$ cat config.mk
export PLATFORM = sky130hd
export DESIGN_NAME = ivc_core
export DESIGN_NICKNAME = d
export VERILOG_FILES = /design/src/hw/ivc_core.v /design/src/hw/ivc_pin_sync.v
export VERILOG_INCLUDE_DIRS = /design/src /design/src/hw
export SDC_FILE = /design/constraint.sdc
export NUM_CORES = 1
export LEC_CHECK = 0
export ABC_AREA = 0
export BUFFER_PORTS_ARGS = -buffer_cell sky130_fd_sc_hd__buf_2
export CORE_ASPECT_RATIO = 0.5
export CORE_MARGIN = 2
export CORE_UTILIZATION = 53
export CTS_BUF_LIST = sky130_fd_sc_hd__clkbuf_4
export CTS_CLUSTER_DIAMETER = 50
export CTS_CLUSTER_SIZE = 8
export DETAILED_ROUTE_END_ITERATION = 12
export GPL_TIMING_DRIVEN = 0
export PLACE_DENSITY = 0.82
export SYNTH_ARGS = -nofsm -noshare
export SYNTH_HDL_FRONTEND = slang
export SYNTH_SLANG_ARGS = --single-unit
export TNS_END_PERCENT = 10
$ cat constraint.sdc
create_clock -name pclk -period 15.26 [get_ports pclk]
set_input_delay 3.052 -clock pclk [delete_from_list [all_inputs] [get_ports pclk]]
set_output_delay 3.052 -clock pclk [all_outputs]
set_load 0.02 [all_outputs]
$ cat src/hw/ivc_consts.vh
// constants of the four-level vectored interrupt controller
// assumes: included by bare name from design files, plain verilog-2005
`ifndef IVC_CONSTS_VH
`define IVC_CONSTS_VH

// ----------------------------------------------------------------
// apb register byte offsets
// ----------------------------------------------------------------
`define IVC_OFF_ENABLE 8'h00
`define IVC_OFF_PRIO_LO 8'h04
`define IVC_OFF_PRIO_HI 8'h08
`define IVC_OFF_TRIG 8'h0c
`define IVC_OFF_FLAGS 8'h10
`define IVC_OFF_STATUS 8'h14

// ----------------------------------------------------------------
// field positions
// ----------------------------------------------------------------
`define IVC_GIE_BIT 11
`define IVC_SRC_MSB 10
`define IVC_EXT_MSB 3

// ----------------------------------------------------------------
// source indices in natural order (0 wins ties)
// ----------------------------------------------------------------
`define IVC_SRC_EXT0 0
`define IVC_SRC_TMR0 1
`define IVC_SRC_EXT1 2
`define IVC_SRC_TMR1 3
`define IVC_SRC_UART 4
`define IVC_SRC_TMR2 5
`define IVC_SRC_EXT2 6
`define IVC_SRC_EXT3 7
`define IVC_SRC_SPI 8
`define IVC_SRC_WAKE 9
`define IVC_SRC_BOD 10

// ----------------------------------------------------------------
// vectors, wake mask, reset values
// ----------------------------------------------------------------
`define IVC_VEC_BASE 16'h0003
`define IVC_WAKE_MASK 11'h6c5
`define IVC_RST_ENABLE 12'h000
`define IVC_RST_PRIO 11'h000
`define IVC_RST_TRIG 4'h0
`define IVC_RST_PIN 4'hf

// ----------------------------------------------------------------
// vector call states: idle, then one per machine cycle of the call
// ----------------------------------------------------------------
`define IVC_ST_IDLE 2'h0
`define IVC_ST_PUSH 2'h1
`define IVC_ST_LOAD 2'h2

`endif

$ cat src/hw/ivc_core.v
// four-level vectored interrupt controller with apb register port
// assumes: core gives one-pclk machine-cycle strobe and instruction status
//
// Contract
// RULE1 - two bits give four levels, 11 highest
// RULE2 - only strictly higher level preempts running routine
// RULE3 - level three routine is never preempted
// RULE4 - equal level ties go by natural order
// RULE5 - vector is 0003h plus eight per source
// RULE6 - only externals, wake timer, brownout wake
// RULE7 - edge flag clears on vector; level tracks pin
// RULE8 - timer0/1 flags hardware cleared, timer2 kept
// RULE9 - sample, poll and resolve each machine cycle
// RULE10 - call needs free level, last cycle, no block
// RULE11 - blocked requests are never remembered
// RULE12 - call pushes pc only, then loads vector
// RULE13 - return ends service, plain return does not
// RULE14 - call lasts two machine cycles
// RULE15 - worst latency nine cycles without nesting
// RULE16 - global and individual enables gate requests
// RULE17 - shared vector requested by or of flags
// RULE18 - any set flag requests, hardware or software
// RULE19 - edge flag set on high then low sample
// RULE20 - one in-service marker per level
`timescale 1ns/1ps
`include "ivc_consts.vh"

module ivc_core
(
	input wire pclk,
	input wire presetn,
	input wire psel,
	input wire penable,
	input wire pwrite,
	input wire [7:0] paddr,
	input wire [31:0] pwdata,
	output reg [31:0] prdata,
	output wire pready,
	output reg pslverr,
	input wire [3:0] ext_irq_pin_n,
	input wire tmr0_ovf_set,
	input wire tmr1_ovf_set,
	input wire tmr2_ovf_flag,
	input wire tmr2_ext_flag,
	input wire uart_rx_flag,
	input wire uart_tx_flag,
	input wire spi_done_flag,
	input wire spi_fault_flag,
	input wire spi_overrun_flag,
	input wire wake_timer_flag,
	input wire brownout_flag,
	input wire mc_strobe,
	input wire insn_last_cycle,
	input wire insn_blocks_irq,
	input wire irq_return,
	output reg call_active,
	output reg call_push_pc,
	output reg call_load_pc,
	output reg [15:0] vec_addr,
	output reg wake_req
);

// ----------------------------------------------------------------
// decode helpers
// ----------------------------------------------------------------
// returns {valid, level, index}; descending scan so lower index wins ties
function [6:0] ivc_resolve;
	input [10:0] req;
	input [10:0] hi;
	input [10:0] lo;
	integer i;
	reg [1:0] lvl;
	begin
		ivc_resolve = 7'h00;
		for (i = 10; i >= 0; i = i - 1)
		begin
			lvl = {hi[i], lo[i]}; // RULE1
			if (req[i] && (!ivc_resolve[6] || lvl >= ivc_resolve[5:4])) // RULE4
				ivc_resolve = {1'b1, lvl, i[3:0]};
		end
	end
endfunction

// returns {any, level} of the highest in-service marker
function [2:0] ivc_top;
	input [3:0] m;
	begin
		ivc_top = {|m, m[3] | m[2], m[3] | (~m[2] & m[1])};
	end
endfunction

// ----------------------------------------------------------------
// state
// ----------------------------------------------------------------
reg [11:0] enable_reg;
reg [10:0] prio_low_bits_reg;
reg [10:0] prio_high_bits_reg;
reg [3:0] ext_trigger_type_reg;
reg [3:0] ext_edge_flag_reg;
reg [3:0] ext_samp_reg;
reg tmr0_ovf_flag_reg;
reg tmr1_ovf_flag_reg;
reg [3:0] isv_reg;
reg [1:0] state_reg;
reg [3:0] win_idx_reg;
reg [1:0] state_next;
reg [3:0] isv_next;
reg [3:0] isv_clr;

wire [3:0] ext_pin_n;
wire [3:0] ext_irq_flag;
wire [10:0] src_flag, src_req, vec_hit;
wire [6:0] win;
wire [2:0] cur;
wire preempt_ok, accept, wr_en, rd_setup, wr_flags;

// ----------------------------------------------------------------
// external pin synchroniser
// ----------------------------------------------------------------
ivc_pin_sync #(.W(4), .RST_VAL(`IVC_RST_PIN)) u_pin_sync
(
	.pclk(pclk),
	.presetn(presetn),
	.pin_in(ext_irq_pin_n),
	.pin_out(ext_pin_n)
);

// ----------------------------------------------------------------
// apb decode
// ----------------------------------------------------------------
assign pready = 1'b1; // zero wait states
assign wr_en = psel & penable & pwrite;
assign rd_setup = psel & ~penable;
assign wr_flags = wr_en && (paddr == `IVC_OFF_FLAGS);

// ----------------------------------------------------------------
// source flag assembly
// ----------------------------------------------------------------
genvar g;
generate
	for (g = 0; g <= `IVC_EXT_MSB; g = g + 1)
	begin : g_ext
		// flag bit sits at the source's natural-order position
		localparam integer SRC = (g == 0) ? `IVC_SRC_EXT0 : (g == 1) ? `IVC_SRC_EXT1 :
			(g == 2) ? `IVC_SRC_EXT2 : `IVC_SRC_EXT3;
		// level mode follows the inverted pin, software cannot touch it
		assign ext_irq_flag[g] = ext_trigger_type_reg[g] ? ext_edge_flag_reg[g] : ~ext_pin_n[g]; // RULE7

		// edge flag: set beats clear so a fresh edge is never lost
		always @(posedge pclk or negedge presetn)
		begin
			if (!presetn)
			begin
				ext_edge_flag_reg[g] <= 1'b0;
				ext_samp_reg[g] <= 1'b1;
			end
			else
			begin
				if (mc_strobe)
					ext_samp_reg[g] <= ext_pin_n[g]; // RULE9
				if (mc_strobe && ext_samp_reg[g] && !ext_pin_n[g])
					ext_edge_flag_reg[g] <= 1'b1; // RULE19
				else if (wr_flags && ext_trigger_type_reg[g])
					ext_edge_flag_reg[g] <= pwdata[SRC]; // RULE18
				else if (vec_hit[SRC])
					ext_edge_flag_reg[g] <= 1'b0; // RULE7
			end
		end
	end
endgenerate

// shared vectors request on the or of their flags
assign src_flag[`IVC_SRC_EXT0] = ext_irq_flag[0];
assign src_flag[`IVC_SRC_TMR0] = tmr0_ovf_flag_reg;
assign src_flag[`IVC_SRC_EXT1] = ext_irq_flag[1];
assign src_flag[`IVC_SRC_TMR1] = tmr1_ovf_flag_reg;
assign src_flag[`IVC_SRC_UART] = uart_rx_flag | uart_tx_flag; // RULE17
assign src_flag[`IVC_SRC_TMR2] = tmr2_ovf_flag | tmr2_ext_flag; // RULE17
assign src_flag[`IVC_SRC_EXT2] = ext_irq_flag[2];
assign src_flag[`IVC_SRC_EXT3] = ext_irq_flag[3];
assign src_flag[`IVC_SRC_SPI] = spi_done_flag | spi_fault_flag | spi_overrun_flag; // RULE17
assign src_flag[`IVC_SRC_WAKE] = wake_timer_flag;
assign src_flag[`IVC_SRC_BOD] = brownout_flag;

// ----------------------------------------------------------------
// poll and resolve, purely from present flags
// ----------------------------------------------------------------
// nothing latches a request, so a blocked one vanishes with its flag
assign src_req = src_flag & enable_reg[`IVC_SRC_MSB:0] & {11{enable_reg[`IVC_GIE_BIT]}}; // RULE16 RULE18 RULE11
assign win = ivc_resolve(src_req, prio_high_bits_reg, prio_low_bits_reg); // RULE9
assign cur = ivc_top(isv_reg);
// level three in service leaves nothing strictly higher
assign preempt_ok = !cur[2] || (win[5:4] > cur[1:0]); // RULE2 RULE3
assign accept = mc_strobe && (state_reg == `IVC_ST_IDLE) && win[6] && preempt_ok &&
	insn_last_cycle && !insn_blocks_irq; // RULE10 RULE15
assign vec_hit = accept ? (11'h001 << win[3:0]) : 11'h000;

// ----------------------------------------------------------------
// timer 0/1 flags; timer 2 flags stay with the timer
// ----------------------------------------------------------------
always @(posedge pclk or negedge presetn)
begin
	if (!presetn)
	begin
		tmr0_ovf_flag_reg <= 1'b0;
		tmr1_ovf_flag_reg <= 1'b0;
	end
	else
	begin
		if (tmr0_ovf_set)
			tmr0_ovf_flag_reg <= 1'b1;
		else if (wr_flags)
			tmr0_ovf_flag_reg <= pwdata[`IVC_SRC_TMR0];
		else if (vec_hit[`IVC_SRC_TMR0])
			tmr0_ovf_flag_reg <= 1'b0; // RULE8
		if (tmr1_ovf_set)
			tmr1_ovf_flag_reg <= 1'b1;
		else if (wr_flags)
			tmr1_ovf_flag_reg <= pwdata[`IVC_SRC_TMR1];
		else if (vec_hit[`IVC_SRC_TMR1])
			tmr1_ovf_flag_reg <= 1'b0; // RULE8
	end
end

// ----------------------------------------------------------------
// in-service markers and call sequencer
// ----------------------------------------------------------------
always @*
begin
	// only the true return ends service; a plain return never reaches here
	isv_clr = 4'h0;
	if (irq_return && cur[2])
		isv_clr = 4'h1 << cur[1:0]; // RULE13 RULE20
	isv_next = isv_reg & ~isv_clr;
	if (accept)
		isv_next = isv_next | (4'h1 << win[5:4]); // RULE20
	state_next = state_reg;
	case (state_reg)
		`IVC_ST_IDLE:
			if (accept)
				state_next = `IVC_ST_PUSH;
		`IVC_ST_PUSH:
			if (mc_strobe)
				state_next = `IVC_ST_LOAD; // RULE14
		`IVC_ST_LOAD:
			if (mc_strobe)
				state_next = `IVC_ST_IDLE; // RULE14
		default:
			state_next = `IVC_ST_IDLE;
	endcase
end

always @(posedge pclk or negedge presetn)
begin
	if (!presetn)
	begin
		isv_reg <= 4'h0;
		state_reg <= `IVC_ST_IDLE;
		win_idx_reg <= 4'h0;
		vec_addr <= 16'h0000;
		call_active <= 1'b0;
		call_push_pc <= 1'b0;
		call_load_pc <= 1'b0;
		wake_req <= 1'b0;
	end
	else
	begin
		isv_reg <= isv_next;
		state_reg <= state_next;
		if (accept)
		begin
			win_idx_reg <= win[3:0];
			vec_addr <= `IVC_VEC_BASE + {9'h000, win[3:0], 3'h0}; // RULE5
		end
		// push covers the first machine cycle, load the second; no status word
		call_active <= (state_next != `IVC_ST_IDLE); // RULE14
		call_push_pc <= (state_next == `IVC_ST_PUSH); // RULE12
		call_load_pc <= (state_next == `IVC_ST_LOAD); // RULE12
		wake_req <= |(src_req & `IVC_WAKE_MASK); // RULE6
	end
end

// ----------------------------------------------------------------
// software registers
// ----------------------------------------------------------------
always @(posedge pclk or negedge presetn)
begin
	if (!presetn)
	begin
		enable_reg <= `IVC_RST_ENABLE;
		prio_low_bits_reg <= `IVC_RST_PRIO;
		prio_high_bits_reg <= `IVC_RST_PRIO;
		ext_trigger_type_reg <= `IVC_RST_TRIG;
	end
	else if (wr_en)
	begin
		case (paddr)
			`IVC_OFF_ENABLE: enable_reg <= pwdata[11:0];
			`IVC_OFF_PRIO_LO: prio_low_bits_reg <= pwdata[10:0]; // RULE1
			`IVC_OFF_PRIO_HI: prio_high_bits_reg <= pwdata[10:0]; // RULE1
			`IVC_OFF_TRIG: ext_trigger_type_reg <= pwdata[3:0];
			default: enable_reg <= enable_reg;
		endcase
	end
end

// read data captured in setup, so it stands through the access phase
always @(posedge pclk or negedge presetn)
begin
	if (!presetn)
	begin
		prdata <= 32'h00000000;
		pslverr <= 1'b0;
	end
	else if (rd_setup)
	begin
		pslverr <= 1'b0;
		case (paddr)
			`IVC_OFF_ENABLE: prdata <= {20'h0, enable_reg};
			`IVC_OFF_PRIO_LO: prdata <= {21'h0, prio_low_bits_reg};
			`IVC_OFF_PRIO_HI: prdata <= {21'h0, prio_high_bits_reg};
			`IVC_OFF_TRIG: prdata <= {28'h0, ext_trigger_type_reg};
			`IVC_OFF_FLAGS: prdata <= {21'h0, src_flag};
			`IVC_OFF_STATUS: prdata <= {19'h0, wake_req, win_idx_reg, call_active, cur, isv_reg};
			default:
			begin
				prdata <= 32'h00000000;
				pslverr <= 1'b1; // unmapped offset
			end
		endcase
	end
end

endmodule

$ cat src/hw/ivc_pin_sync.v
// three-stage synchroniser with agreement filter for asynchronous pins
// assumes: pins are asynchronous to pclk and held for a machine cycle
`timescale 1ns/1ps

module ivc_pin_sync #(
	parameter W = 4,
	parameter [W-1:0] RST_VAL = {W{1'b1}}
)
(
	input wire pclk,
	input wire presetn,
	input wire [W-1:0] pin_in,
	output wire [W-1:0] pin_out
);

reg [W-1:0] s1_reg;
reg [W-1:0] s2_reg;
reg [W-1:0] s3_reg;
reg [W-1:0] stable_reg;

// ----------------------------------------------------------------
// chain; first stage only feeds the second
// ----------------------------------------------------------------
always @(posedge pclk or negedge presetn)
begin
	if (!presetn)
	begin
		s1_reg <= RST_VAL;
		s2_reg <= RST_VAL;
		s3_reg <= RST_VAL;
		stable_reg <= RST_VAL;
	end
	else
	begin
		s1_reg <= pin_in;
		s2_reg <= s1_reg;
		s3_reg <= s2_reg;
		// a bit changes only once stages two and three agree
		stable_reg <= (s2_reg & s3_reg) | (stable_reg & (s2_reg ^ s3_reg));
	end
end

assign pin_out = stable_reg;

endmodule

; ---- After elaboration in Yosys (flattened, before gate mapping)
; Index checks and enable logic that the tools add are counted.
[word_totals]
out_inout_bits = 54
reg_bits = 127
[classes]
n_lt_le_gt_ge = 11
eq_ne = 9
addsub = 1
n_mux = 42
n_bitwise = 25
reduce_logical = 72
shift = 3
[op_table]
columns = cell, count
row1 = $pmux W13 S6, 1
row2 = $mux W7, 11
row3 = $logic_and A1 B1 Y1, 29
row4 = $mux W1, 23
row5 = $and A11 B11 Y11, 2
row6 = $ge A2 B2 Y1, 10
row7 = $reduce_bool A3 Y1, 6
row8 = $eq A8 B4 Y1 const B, 2
row9 = $eq A8 B5 Y1 const B, 2
row10 = $logic_not A1 Y1, 16
row11 = $and A4 B4 Y4, 3
row12 = $reduce_or A6 Y1, 2
row13 = $logic_or A1 B1 Y1, 11
row14 = $add A2 B7 Y8 const A, 1
row15 = $eq A8 B3 Y1 const B, 1
row16 = $logic_not A8 Y1, 1
row17 = $mux W4, 2
row18 = $mux W8, 1
row19 = $or A4 B4 Y4, 2
row20 = $reduce_and A2 Y1, 4
row21 = $shl A1 B2 Y4 const A, 2
row22 = $shl A1 B4 Y8 const A, 1
row23 = $mux W2, 3
row24 = $not A1 Y1, 6
row25 = 11 further kinds, 21

; ---- Depth between registers and ports, before layout
; Gate-level depths: netlist of the first run.
[logic_depth]
depth_word = 54
ltp_mapped = 80
ltp_nobuf = 78

; ---- Cells and area by module
; Synthesis of the first run repeated with hierarchy kept, for this count alone.
[unflattened]
hier_cells = 567
area_unflattened_um2 = 5565.3
[modules_own_cells]
columns = mod, area_each_um2, cells_per_inst, n_inst, seq_area_each_um2
row1 = ivc_core, 5064.9, 543, 1, 1931.9
row2 = ivc_pin_sync, 500.5, 24, 1, 420.4

; ---- Worst setup path after synthesis of the first run
; Ideal clock, no wire load.
[synth_path]
kind = in2reg
startpoint = input brownout_flag
endpoint = register isv_reg[3]
required_time_ps = 15140
path_stages = 71
arrival_ps = 16016
setup_ps = 120
slack_ps = -877
cell_sequence = nand2_1 -> nor3_1 -> ha_1 -> nand2b_1 -> a211oi_1 -> o32a_1 -> nor2_1 -> ha_1 -> nor2b_1 -> nor2b_1 -> o311a_1 -> a211o_1 -> o21ai_0 -> ha_1 -> nand2b_1 -> a21o_1 -> o21bai_4 -> mux2i_4 -> [35 not listed] -> nand2_1 -> o211ai_1 -> o21ai_2 -> ha_1 -> nand2b_1 -> a21oi_1 -> o41ai_2 -> a22oi_1 -> o211a_1 -> nor2_1 -> ha_1 -> a21oi_1 -> a21oi_1 -> o2111a_1 -> o31ai_4 -> nor3_1 -> a32o_1 -> a31o_2
[synth_between]
elab_chain_len = 49
elab_cells_between_ends = 62
[synth_rtl]
columns = item, line_no
row1 = from (decl), ivc_core.v:51  ; input wire brownout_flag,
row2 = $and A11 B11 Y11 (*) (2 in series), ivc_core.v:189  ; assign src_req = src_flag & enable_reg[`IVC_SRC_MSB:0] & {11{enable_reg[`IVC_GIE_BIT]}};
row3 = $mux W7 (*), ivc_core.v:78  ; if (req[i] && (!ivc_resolve[6] || lvl >= ivc_resolve[5:4]))
row4 = $ge A2 B2 Y1 / $logic_not A1 Y1 (equally long branches), ivc_core.v:78
row5 = $logic_or A1 B1 Y1, ivc_core.v:78
row6 = $logic_and A1 B1 Y1, ivc_core.v:78
row7 = $mux W7 (*), ivc_core.v:78
row8 = $ge A2 B2 Y1 / $logic_not A1 Y1 (equally long branches), ivc_core.v:78
row9 = $logic_or A1 B1 Y1, ivc_core.v:78
row10 = [31 not listed], n/a
row11 = $logic_or A1 B1 Y1, ivc_core.v:78
row12 = $logic_and A1 B1 Y1, ivc_core.v:78
row13 = $mux W7 (*), ivc_core.v:78
row14 = $gt A2 B2 Y1, ivc_core.v:193  ; assign preempt_ok = !cur[2] || (win[5:4] > cur[1:0]);
row15 = $logic_or A1 B1 Y1, ivc_core.v:193
row16 = $logic_and A1 B1 Y1 (3 in series), ivc_core.v:194  ; assign accept = mc_strobe && (state_reg == `IVC_ST_IDLE) && win[6] && preempt_ok &&
row17 = $mux W4 (*), ivc_core.v:235  ; if (accept)
row18 = via isv_next[3], ivc_core.v:107  ; reg [3:0] isv_next;
row19 = to (signal assigned), ivc_core.v:268  ; isv_reg <= isv_next;
row20 = to (decl), ivc_core.v:103  ; reg [3:0] isv_reg;
; Mark *: on every way through the listed nets, which the timed path passes. The rest lies on a longest branch.
; A chain may end at the register's enable or synchronous reset.

; ---- Worst setup path in the final report of the first run
[layout_path]
startpoint = input brownout_flag
endpoint = register ext_edge_flag_reg[1]
[layout_between]
elab_chain_len = 50
elab_cells_between_ends = 62
[layout_rtl]
columns = item, line_no
row1 = $and A11 B11 Y11 (*) (2 in series), ivc_core.v:189
row2 = $mux W7 (*), ivc_core.v:78
row3 = $ge A2 B2 Y1 / $logic_not A1 Y1 (equally long branches), ivc_core.v:78
row4 = $logic_or A1 B1 Y1, ivc_core.v:78
row5 = $logic_and A1 B1 Y1, ivc_core.v:78
row6 = $mux W7 (*), ivc_core.v:78
row7 = $ge A2 B2 Y1 / $logic_not A1 Y1 (equally long branches), ivc_core.v:78
row8 = $logic_or A1 B1 Y1, ivc_core.v:78
row9 = [31 not listed], n/a
row10 = $logic_or A1 B1 Y1, ivc_core.v:78
row11 = $logic_and A1 B1 Y1, ivc_core.v:78
row12 = $mux W7 (*), ivc_core.v:78
row13 = $gt A2 B2 Y1, ivc_core.v:193
row14 = $logic_or A1 B1 Y1, ivc_core.v:193
row15 = $logic_and A1 B1 Y1 (3 in series), ivc_core.v:194
row16 = $mux W8 (*), ivc_core.v:196  ; assign vec_hit = accept ? (11'h001 << win[3:0]) : 11'h000;
row17 = $reduce_bool A3 Y1 (no source line) (*), n/a
row18 = "to (signal, indexed assignment)", ivc_core.v:164  ; ext_edge_flag_reg[g] <= pwdata[SRC];
row19 = to (decl), ivc_core.v:99  ; reg [3:0] ext_edge_flag_reg;
; Mark *: on every way between the ends. The rest lies on a longest branch, timed or not.

==> metrics.csv, run 1 <==
metric,value,unit
status,"finished, violations left",
violated checks,setup timing,
vias in the first global route,5142,
# DRC,0,
Final period util,102,%
logic gate share of total power,16.6,%
critical path's slowest cell,ha_1,
met3 Track Usage GR,4.53,%
die area,11800,sq um
H-tree levels,3,
post-synthesis average cell area,9.89,sq um
n_diodes,0,
M2 GR Usage,48.9,%
CTS tree,built,
Die X,152,um
type of origin of the critical path,input port,
CP startpoint,brownout_flag,
total CTS buffers,9,
"slowest stage delay, CP",0.33,ns
Synth top area share,31.6,%
worst-skew pair later-pin latency,0.47,ns
final worst slack,-0.334,ns
max-cap violations,0,
area of the multi-input gates,3560,sq um
WL final,17800,um
switch share,30.9,%
"Top FF cell, synth",dfrtp_1,
Setup Viol. Count Final,17,
DP Area,6640,sq um
starting density of the core,55.5,%
worst clock skew,0.0191,ns
layout cell share with drive strength beyond 1,41.2,%
internal power,327,uW
CP Data Required Time,15.63,ns
Async SR Flop Fraction,100,%
reg2reg path depth,76,
Crit Path Class,in -> reg,
First DRT Iteration DRCs,660,
cell count along the critical path,76,
Fin Setup TNS,-4.00,ns
first-pass GRT wire length,27900,um
synth-to-layout area growth,26.8,%
Top delay family on crit path,compound AO/OA/AOI/OAI gates,
Sw Pwr,147,uW
Worst Tran Pin Value,1.05,ns
worst setup path endpoint,ext_edge_flag_reg[1],
CTS max path bufs,2,
nets@finish,821,
routed len/inst,20.3,um
vias per cell,6.12,
Storage cell area,2350,sq um
DRT Pass-1 Iters,5,
peak supply drop,54.6,uV
RSZ-0062 raised after global routing,yes,
Post-Synthesis Cell Area,5780,sq um
Leakage Power,3.47,nW
GR Util met1,46.5,%
FF-to-FF setup slack,1.44,ns
DIE HEIGHT,77.8,um
Layout Utilization,70.4,%
post-synthesis register bit count,93,
sequential share of the synthesized area,40.7,%
Synth Warn #,0,
max-slew violation count,0,
reg2reg end,ext_edge_flag_reg[1],
most used routing layer in global routing,met2,
Achievable Freq,64.1,MHz
clock power share,27.3,%
cts hold-fix bufs,0,
Routed Antenna Nets,0,
Rows,26,
CP endpoint kind,flip-flop,
hpwl dp,12700,um
"Hold Vio Cnt, Final",0,
Port Buffer Count,65,
most used cell along the critical path,nand2b_4,
pwr/cell area,64.7,nW/um^2
CP arrival,15.96,ns
clock root cell,clkbuf_4,
largest net degree at the start of global routing,54,
fin crit period,15.59,ns
worst path bufs/invs,4,
I/O pins,118,
reg2reg start,enable_reg[11],
critical-path maximum fanout,6,
Cells after Synth,584,
"EDFF count, synth",0,
count of filler cells inserted in the layout,823,
Core Region,10400,sq um
CTS Sinks,93,
Yosys top cell by area,dfrtp_1,
"Power, Total",474,uW
GRT Overall Usage,31.4,%
Seq pwr share,56.1,%
Clock transition at path regs,0.15,ns
Synth cell types,82,
RD Place Congestion,0.954,
vias,5384,
"Design Area, Final",7330,sq um
initial antenna violation count,0,
Slew HR,29.6,%
Synth area leaders,"dfrtp_1, dfstp_2, mux2_2",
GRT overflow,0,
max FFs per register,13,
worst min-delay path class,reg -> reg,
-- cell type report --
cell class                 instances  share of cell area [%]
timing repair buffer             112                    9.75
sequential                        93                    32.1
clock inverter                     6                   0.666
tap                              140                    2.39
buffer                            52                    4.42
inverter                          21                    1.08
clock buffer                      10                    1.02
multi-input combinational        446                    48.6
-- cell usage in the layout (no fill, tap or decap), drive strengths merged, types with 3 or more instances in the layout --
cell type    n
o22ai        3
clkbuf      28
a22o         8
a211o        3
a211oi       5
and3         5
o211a        3
a31oi        3
o21a         3
dfstp       20
o41ai        3
o221ai       5
buf        146
a31o         7
a21oi       25
o31ai        8
o21ai       33
clkinv       3
o211ai      12
o31a         4
nor3        10
mux2i        4
mux2        44
or2          3
a221oi       5
nand3       17
dfrtp       73
conb        30
a221o        5
nand2       58
a22oi        6
nand2b      17
nor2b        8
a2bb2oi      4
inv         22
nor2        38
ha          22
a21o        10
-- cell usage after synthesis, types with 3 or more instances --
master      n
a221o_1     5
nand2_1    58
o211ai_1   12
nor3_1     10
nor2b_1     7
nor2_1     37
mux2i_1     3
o21ai_0    32
o211a_1     3
mux2_2     44
a31o_1      3
a211o_1     3
o31ai_1     6
nand2b_1   17
buf_4      31
dfrtp_1    73
a211oi_1    4
a2bb2oi_1   4
a221oi_1    4
o31a_1      3
nand3_1    16
a31o_2      4
a21oi_1    24
inv_1      20
clkbuf_1   18
a22o_1      8
o22ai_1     3
or2_2       3
and3_1      5
a21o_1     10
ha_1       22
dfstp_2    20
o221ai_1    5
a22oi_1     6
o21a_1      3
-- worst min-delay path by stage --
stage,startpoint,endpoint,slack [ns],depth (start not counted)
3_5_place_dp,u_pin_sync.s1_reg[1],u_pin_sync.s2_reg[1],0.35,0
3_3_place_gp,u_pin_sync.s1_reg[0],u_pin_sync.s2_reg[0],0.35,0
2_1_floorplan,u_pin_sync.s1_reg[0],u_pin_sync.s2_reg[0],0.35,0
4_1_cts,u_pin_sync.s1_reg[3],u_pin_sync.s2_reg[3],0.37,0
6_report,u_pin_sync.s1_reg[2],u_pin_sync.s2_reg[2],0.37,0
5_1_grt,u_pin_sync.s1_reg[2],u_pin_sync.s2_reg[2],0.37,0
-- cells by family after synthesis --
kind of cell               after synthesis  share of synthesized area [%]
adders and majority gates               22                           4.76
buffers and inverters                   73                           6.91
muxes                                   48                           9.49
and+or+nand+nor                        171                           14.3
other                                    2                          0.130
AOI/OAI and AO/OA                      175                           23.7
DFF                                     93                           40.7
-- repair_timing --
item                                    4_1_cts  5_1_grt
endpoints found under the setup margin       18       18
gates resized for setup                      30       12
buffers inserted                             40        6
pin swaps                                    41       25
-- metal layers --
metal	wire [um]	part of all wire [%]	vias to the layer above
li1	-	-	2415
met1	7890	44	2639
met2	8130	46	298
met3	1530	8.6	32
met4	286	1.6	0
met5	0	0	-
-- metrics by stage --
step                      hold WS [ns]  worst slack, ns  cells
after floorplan                  0.345           -0.318    612
after global placement           0.345            -1.95    817
after detailed placement         0.347            -2.12    818
after CTS                        0.370          -0.0722    874
after global routing             0.375           -0.884    880
final                            0.367           -0.334    880
-- power by group through the flow --
| stage | combinational, mW | sequential (mW) | clock (mW) |
|---|---|---|---|
| after floorplan | 0.0434 | 0.270 | 0 |
| after global placement | 0.0685 | 0.269 | 0 |
| after detailed placement | 0.0712 | 0.270 | 0 |
| after CTS | 0.0757 | 0.266 | 0.132 |
| after global routing | 0.0847 | 0.267 | 0.141 |
| final | 0.0785 | 0.266 | 0.129 |
No activity file was read; power rests on OpenSTA's default activity.
==> inputs of run 2 (changes only) <==
==> constraint.sdc (replaced) <==
create_clock -name pclk -period 19.35 [get_ports pclk]
set_input_delay 3.87 -clock pclk [delete_from_list [all_inputs] [get_ports pclk]]
set_output_delay 3.87 -clock pclk [all_outputs]
set_load 0.02 [all_outputs]
==> metrics.csv, run 2 (same netlist as run 1, synthesis figures left out) <==
metric,value,unit,change
status,completed,,"was finished, violations left"
internal power,255,uW,was 327 uW
CTS max path bufs,2,,unchanged
nets@finish,777,,was 821
clock root cell,clkbuf_4,,unchanged
# DRC,0,,unchanged
RSZ-0062 raised after global routing,no,,was yes
WL final,16300,um,was 17800 um
starting density of the core,55.5,%,unchanged
die area,11800,sq um,unchanged
Storage cell area,2350,sq um,unchanged
worst clock skew,0.0148,ns,was 0.0191 ns
cts hold-fix bufs,0,,unchanged
CTS tree,built,,unchanged
critical path's slowest cell,a221oi_4,,was ha_1
RD Place Congestion,0.989,,was 0.954
FF-to-FF setup slack,3.83,ns,was 1.44 ns
Achievable Freq,54.6,MHz,
Seq pwr share,57.2,%,was 56.1%
vias per cell,6.13,,was 6.12
Setup Viol. Count Final,0,,was 17
Worst Tran Pin Value,1.11,ns,was 1.05 ns
CP endpoint kind,flip-flop,,unchanged
reg2reg path depth,73,,was 76
n_diodes,0,,unchanged
I/O pins,118,,unchanged
Port Buffer Count,65,,unchanged
Final period util,94.6,%,
vias in the first global route,4746,,was 5142
most frequent cells in the layout,"dfrtp_1, buf_2, nand2_1",,"was buf_4, dfrtp_1, buf_2"
"slowest stage delay, CP",0.37,ns,was 0.33 ns
Die X,152,um,unchanged
first-pass GRT wire length,25500,um,was 27900 um
met3 wire len,1650,um,was 1530 um
max-cap violations,0,,unchanged
"Power, Total",366,uW,was 474 uW
"Hold Vio Cnt, Final",0,,unchanged
logic gate share of total power,14.9,%,was 16.6%
Leakage Power,3.07,nW,was 3.47 nW
GRT Overall Usage,28.4,%,was 31.4%
DRT Pass-1 Iters,5,,unchanged
worst-skew pair later-pin latency,0.48,ns,was 0.47 ns
CP arrival,18.68,ns,was 15.96 ns
pwr/cell area,55.7,nW/um^2,was 64.7 nW/um^2
Clock transition at path regs,0.16,ns,was 0.15 ns
Core Region,10400,sq um,unchanged
hold path depth,0,,unchanged
peak supply drop,50.0,uV,was 54.6 uV
Crit Path Class,in -> reg,,unchanged
Routed Antenna Nets,0,,unchanged
H-tree levels,3,,unchanged
max FFs per register,13,,unchanged
First DRT Iteration DRCs,680,,was 660
layout cell share with drive strength beyond 1,30.7,%,was 41.2%
Fin Setup TNS,0,ns,was -4.00 ns
Rows,26,,unchanged
M1 WL,7210,um,was 7890 um
max-slew violation count,0,,unchanged
met2 routed WL,7120,um,was 8130 um
Slew HR,25.6,%,was 29.6%
type of origin of the critical path,input port,,unchanged
Top delay family on crit path,compound AO/OA/AOI/OAI gates,,unchanged
CP Data Required Time,19.72,ns,was 15.63 ns
most used cell along the critical path,ha_1,,was nand2b_4
total CTS buffers,9,,unchanged
Sw Pwr,112,uW,was 147 uW
worst min-delay path class,reg -> reg,,unchanged
critical-path maximum fanout,10,,was 6
initial antenna violation count,0,,unchanged
GRT overflow,0,,unchanged
DIE HEIGHT,77.8,um,unchanged
vias,5128,,was 5384
synth-to-layout area growth,13.8,%,was 26.8%
worst path bufs/invs,2,,was 4
"most common cell after layout, fill and taps aside",dfrtp_1,,was buf_4
cell count along the critical path,73,,was 76
routed len/inst,19.5,um,was 20.3 um
CTS Sinks,93,,unchanged
Top Metal Used,met4,,unchanged
switch share,30.5,%,was 30.9%
count of filler cells inserted in the layout,893,,was 823
clock power share,27.9,%,was 27.3%
fin crit period,18.30,ns,
area of the multi-input gates,3150,sq um,was 3560 sq um
hpwl dp,12300,um,was 12700 um
largest net degree at the start of global routing,72,,was 54
[run 2: cell types whose count changed in the layout (fill, tap and decap cells not counted), moves of 5 or more]
cell,delta
nand2b_4,-12
o21ai_0,+5
a21oi_1,+6
nand2b_1,+10
nor2_1,+6
buf_4,-43
nand2_1,+6
[run 2: final timing paths]
check,from,end
worst max-delay path,brownout_flag,ext_edge_flag_reg[2]
worst min-delay path,u_pin_sync.s1_reg[0],u_pin_sync.s2_reg[0]
worst max register to register,enable_reg[11],ext_edge_flag_reg[2]
worst min register to register,u_pin_sync.s1_reg[0],u_pin_sync.s2_reg[0]
max in group asynchronous,presetn,u_pin_sync.s3_reg[1]
min in group asynchronous,presetn,prio_high_bits_reg[3]
[run 2: metal layers]
metal  global-route usage (%)  up-vias
li1                         -     2333
met1                     40.8     2502
met2                     42.1      257
met3                     7.47       36
met4                     8.70        0
met5                        0        -
[run 2: repair_timing]
item,4_1_cts,5_1_grt
setup buffers,0,2
endpoints found under the setup margin,0,18
gates resized for setup,0,8
[run 2: cell type report]
cell class	count	area share, %
clock buffers	10	1.14
flip-flops and latches	93	35.8
multi-input cells	446	48.0
repair buffers	68	5.63
well taps	140	2.66
plain buffers	52	4.89
clock inverters	6	0.723
inverters	21	1.20
[run 2: worst reg2reg max path: cells and delay by family (launching register included)]
kind	cells	cell delay, ns
DFF	1	0.42
AOI/OAI and AO/OA	36	7.91
muxes	1	0.35
and+or+nand+nor	22	3.20
buffers and inverters	3	0.58
adders and majority gates	11	2.99
[run 2: per-stage QoR]
step | setup slack (ns) | cells | cell area, sq um | hold WS (ns) | utilization (%)
final | 1.05 | 836 | 6570 | 0.367 | 63.1
after global routing | 0.0200 | 836 | 6570 | 0.371 | 63.1
after CTS | 0.481 | 834 | 6540 | 0.368 | 62.8
after detailed placement | 0.0222 | 818 | 6410 | 0.347 | 61.6
after global placement | 0.200 | 817 | 6380 | 0.346 | 61.3
after floorplan | 2.40 | 612 | 5880 | 0.345 | -
[run 2: power by group through the flow]
stage / sequential, mW / combinational [mW] / clock, mW
final: 0.209 / 0.0546 / 0.102
after global routing: 0.210 / 0.0595 / 0.111
after CTS: 0.209 / 0.0537 / 0.104
after detailed placement: 0.213 / 0.0535 / 0
after global placement: 0.212 / 0.0514 / 0
after floorplan: 0.213 / 0.0322 / 0
==> inputs of run 3 (changes only) <==
--- a/config.mk
+++ b/config.mk
@@ -10,13 +10,13 @@
 export BUFFER_PORTS_ARGS = -buffer_cell sky130_fd_sc_hd__buf_2
 export CORE_ASPECT_RATIO = 0.5
 export CORE_MARGIN = 2
-export CORE_UTILIZATION = 53
+export CORE_UTILIZATION = 55
 export CTS_BUF_LIST = sky130_fd_sc_hd__clkbuf_4
 export CTS_CLUSTER_DIAMETER = 50
 export CTS_CLUSTER_SIZE = 8
 export DETAILED_ROUTE_END_ITERATION = 12
 export GPL_TIMING_DRIVEN = 0
-export PLACE_DENSITY = 0.82
+export PLACE_DENSITY = 0.85
 export SYNTH_ARGS = -nofsm -noshare
 export SYNTH_HDL_FRONTEND = slang
 export SYNTH_SLANG_ARGS = --single-unit
==> metrics.csv, run 3 (same netlist as run 1, synthesis figures left out) <==
metric,value,unit,change
Storage cell area,2350,sq um,unchanged
Fin Setup TNS,0,ns,unchanged
"slowest stage delay, CP",0.37,ns,about the same
met3 wire len,1690,um,was 1650 um
critical path's slowest cell,o31a_2,,was a221oi_4
initial antenna violation count,0,,unchanged
CP startpoint,brownout_flag,,unchanged
RD Place Congestion,1.02,,was 0.989
Achievable Freq,54.9,MHz,was 54.6 MHz
Final period util,94.2,%,was 94.6%
CP arrival,18.61,ns,was 18.68 ns
GRT overflow,0,,unchanged
hpwl dp,12100,um,was 12300 um
"Hold Vio Cnt, Final",0,,unchanged
reg2reg path depth,73,,unchanged
CTS Sinks,93,,unchanged
starting density of the core,56.6,%,was 55.5%
worst clock skew,0.0188,ns,was 0.0148 ns
H-tree levels,3,,unchanged
most frequent cells in the layout,"dfrtp_1, buf_2, nand2_1",,unchanged
logic gate share of total power,13.5,%,was 14.9%
routed len/inst,19.1,um,was 19.5 um
status,completed,,unchanged
total CTS buffers,9,,unchanged
Routed Antenna Nets,0,,unchanged
Leakage Power,3.10,nW,was 3.07 nW
max-slew violation count,0,,unchanged
first-pass GRT wire length,25800,um,was 25500 um
layout cell share with drive strength beyond 1,30.3,%,was 30.7%
Top Metal Used,met4,,unchanged
RSZ-0062 raised after global routing,no,,unchanged
WHS,0.353,ns,was 0.367 ns
pwr/cell area,60.3,nW/um^2,was 55.7 nW/um^2
vias,5151,,was 5128
Clock transition at path regs,0.15,ns,was 0.16 ns
Crit Path Class,in -> reg,,unchanged
GRT Overall Usage,29.2,%,was 28.4%
Sw Pwr,107,uW,was 112 uW
Rows,26,,unchanged
vias per cell,6.16,,was 6.13
max-cap violations,0,,unchanged
count of filler cells inserted in the layout,842,,was 893
Slew HR,24.1,%,was 25.6%
CP endpoint kind,flip-flop,,unchanged
Port Buffer Count,65,,unchanged
DP Area,6400,sq um,was 6410 sq um
vias in the first global route,4924,,was 4746
clock power share,34.0,%,was 27.9%
WL final,16000,um,was 16300 um
most used cell along the critical path,ha_1,,unchanged
type of origin of the critical path,input port,,unchanged
synth-to-layout area growth,14.6,%,was 13.8%
die area,11400,sq um,was 11800 sq um
critical-path maximum fanout,10,,unchanged
pre-CTS setup slack,0.185,ns,was 0.0222 ns
internal power,292,uW,was 255 uW
max FFs per register,13,,unchanged
final worst slack,1.12,ns,was 1.05 ns
Worst Tran Pin Value,1.13,ns,was 1.11 ns
worst min-delay path class,reg -> reg,,unchanged
CTS tree,built,,unchanged
largest net degree at the start of global routing,51,,was 72
Core Region,10200,sq um,was 10400 sq um
met2 routed WL,7050,um,was 7120 um
peak supply drop,32.0,uV,was 50.0 uV
DIE HEIGHT,76.5,um,was 77.8 um
DRT Pass-1 Iters,5,,unchanged
"Design Area, Final",6620,sq um,was 6570 sq um
"most common cell after layout, fill and taps aside",dfrtp_1,,unchanged
Setup Viol. Count Final,0,,unchanged
switch share,26.9,%,was 30.5%
M1 WL,6910,um,was 7210 um
hold path depth,0,,unchanged
cts hold-fix bufs,0,,unchanged
Die X,149,um,was 152 um
reg2reg start,enable_reg[11],,unchanged
I/O pins,118,,unchanged
worst-skew pair later-pin latency,0.47,ns,was 0.48 ns
Seq pwr share,52.5,%,was 57.2%
clock root cell,clkbuf_4,,unchanged
CTS max path bufs,2,,unchanged
First DRT Iteration DRCs,630,,was 680
fin crit period,18.23,ns,was 18.30 ns
nets@finish,777,,unchanged
n_diodes,0,,unchanged
HP Start,u_pin_sync.s1_reg[3],,was u_pin_sync.s1_reg[0]
# DRC,0,,unchanged
area of the multi-input gates,3140,sq um,was 3150 sq um
CP Data Required Time,19.73,ns,was 19.72 ns
-- run 3: changes by cell type in the layout (fill, tap and decap cells not counted) --
cell | previous run | this run
bufinv_16 | 0 | 3
clkinv_4 | 2 | 0
nand2b_1 | 15 | 17
nand2b_2 | 2 | 0
buf_12 | 0 | 1
buf_16 | 1 | 0
inv_8 | 1 | 0
o31ai_1 | 5 | 6
o31ai_2 | 2 | 1
-- run 3: metal layers --
layer,global-route usage (%),vias to the layer above
met4,9.43,0
met3,7.13,39
met1,41.2,2521
li1,-,2331
met5,0,-
met2,44.4,260
-- run 3: worst max-delay path, delay by kind of cell --
family	cells	cell delay, ns
fa+ha+maj	11	2.97
compound gates	35	7.54
mux	1	0.34
simple gates	24	3.63
buf+inv	2	0.28
-- run 3: repair_timing --
| action | in CTS | in global routing |
|---|---|---|
| buffers inserted | 0 | 2 |
| endpoints found under the hold margin | 0 | 0 |
| gates resized for setup | 0 | 5 |
| setup endpoints to repair | 0 | 17 |
-- run 3: metrics by stage --
stage	utilization (%)	total power, mW	instances
finish	64.8	0.399	836
global route	64.8	0.414	836
CTS	64.5	0.400	834
detailed placement	62.7	0.266	818
global placement	62.5	0.264	817
floorplan	-	0.245	612
-- run 3: final timing paths --
check	end	slack (ns)
max	ext_edge_flag_reg[3]	1.12
min	u_pin_sync.s2_reg[3]	0.35
max reg2reg	ext_edge_flag_reg[3]	3.85
min reg2reg	u_pin_sync.s2_reg[3]	0.35
max in group asynchronous	u_pin_sync.pin_out[3]	15.25
min in group asynchronous	prio_low_bits_reg[2]	3.40
-- run 3: layout make-up --
cell class                 count  area share [%]
timing repair buffer          68            5.48
tap                          140            2.65
sequential                    93            35.5
clock buffer                  10            1.13
clock inverter                 6            1.64
inverter                      21            1.19
multi-input combinational    446            47.5
buffer                        52            4.86
-- run 3: power by group through the flow --
| stage | registers (mW) | logic [mW] | clock network [mW] |
|---|---|---|---|
| after CTS | 0.209 | 0.0531 | 0.137 |
| after global routing | 0.210 | 0.0590 | 0.144 |
| final | 0.210 | 0.0539 | 0.136 |
| after floorplan | 0.213 | 0.0322 | 0 |
| after global placement | 0.212 | 0.0512 | 0 |
| after detailed placement | 0.213 | 0.0529 | 0 |
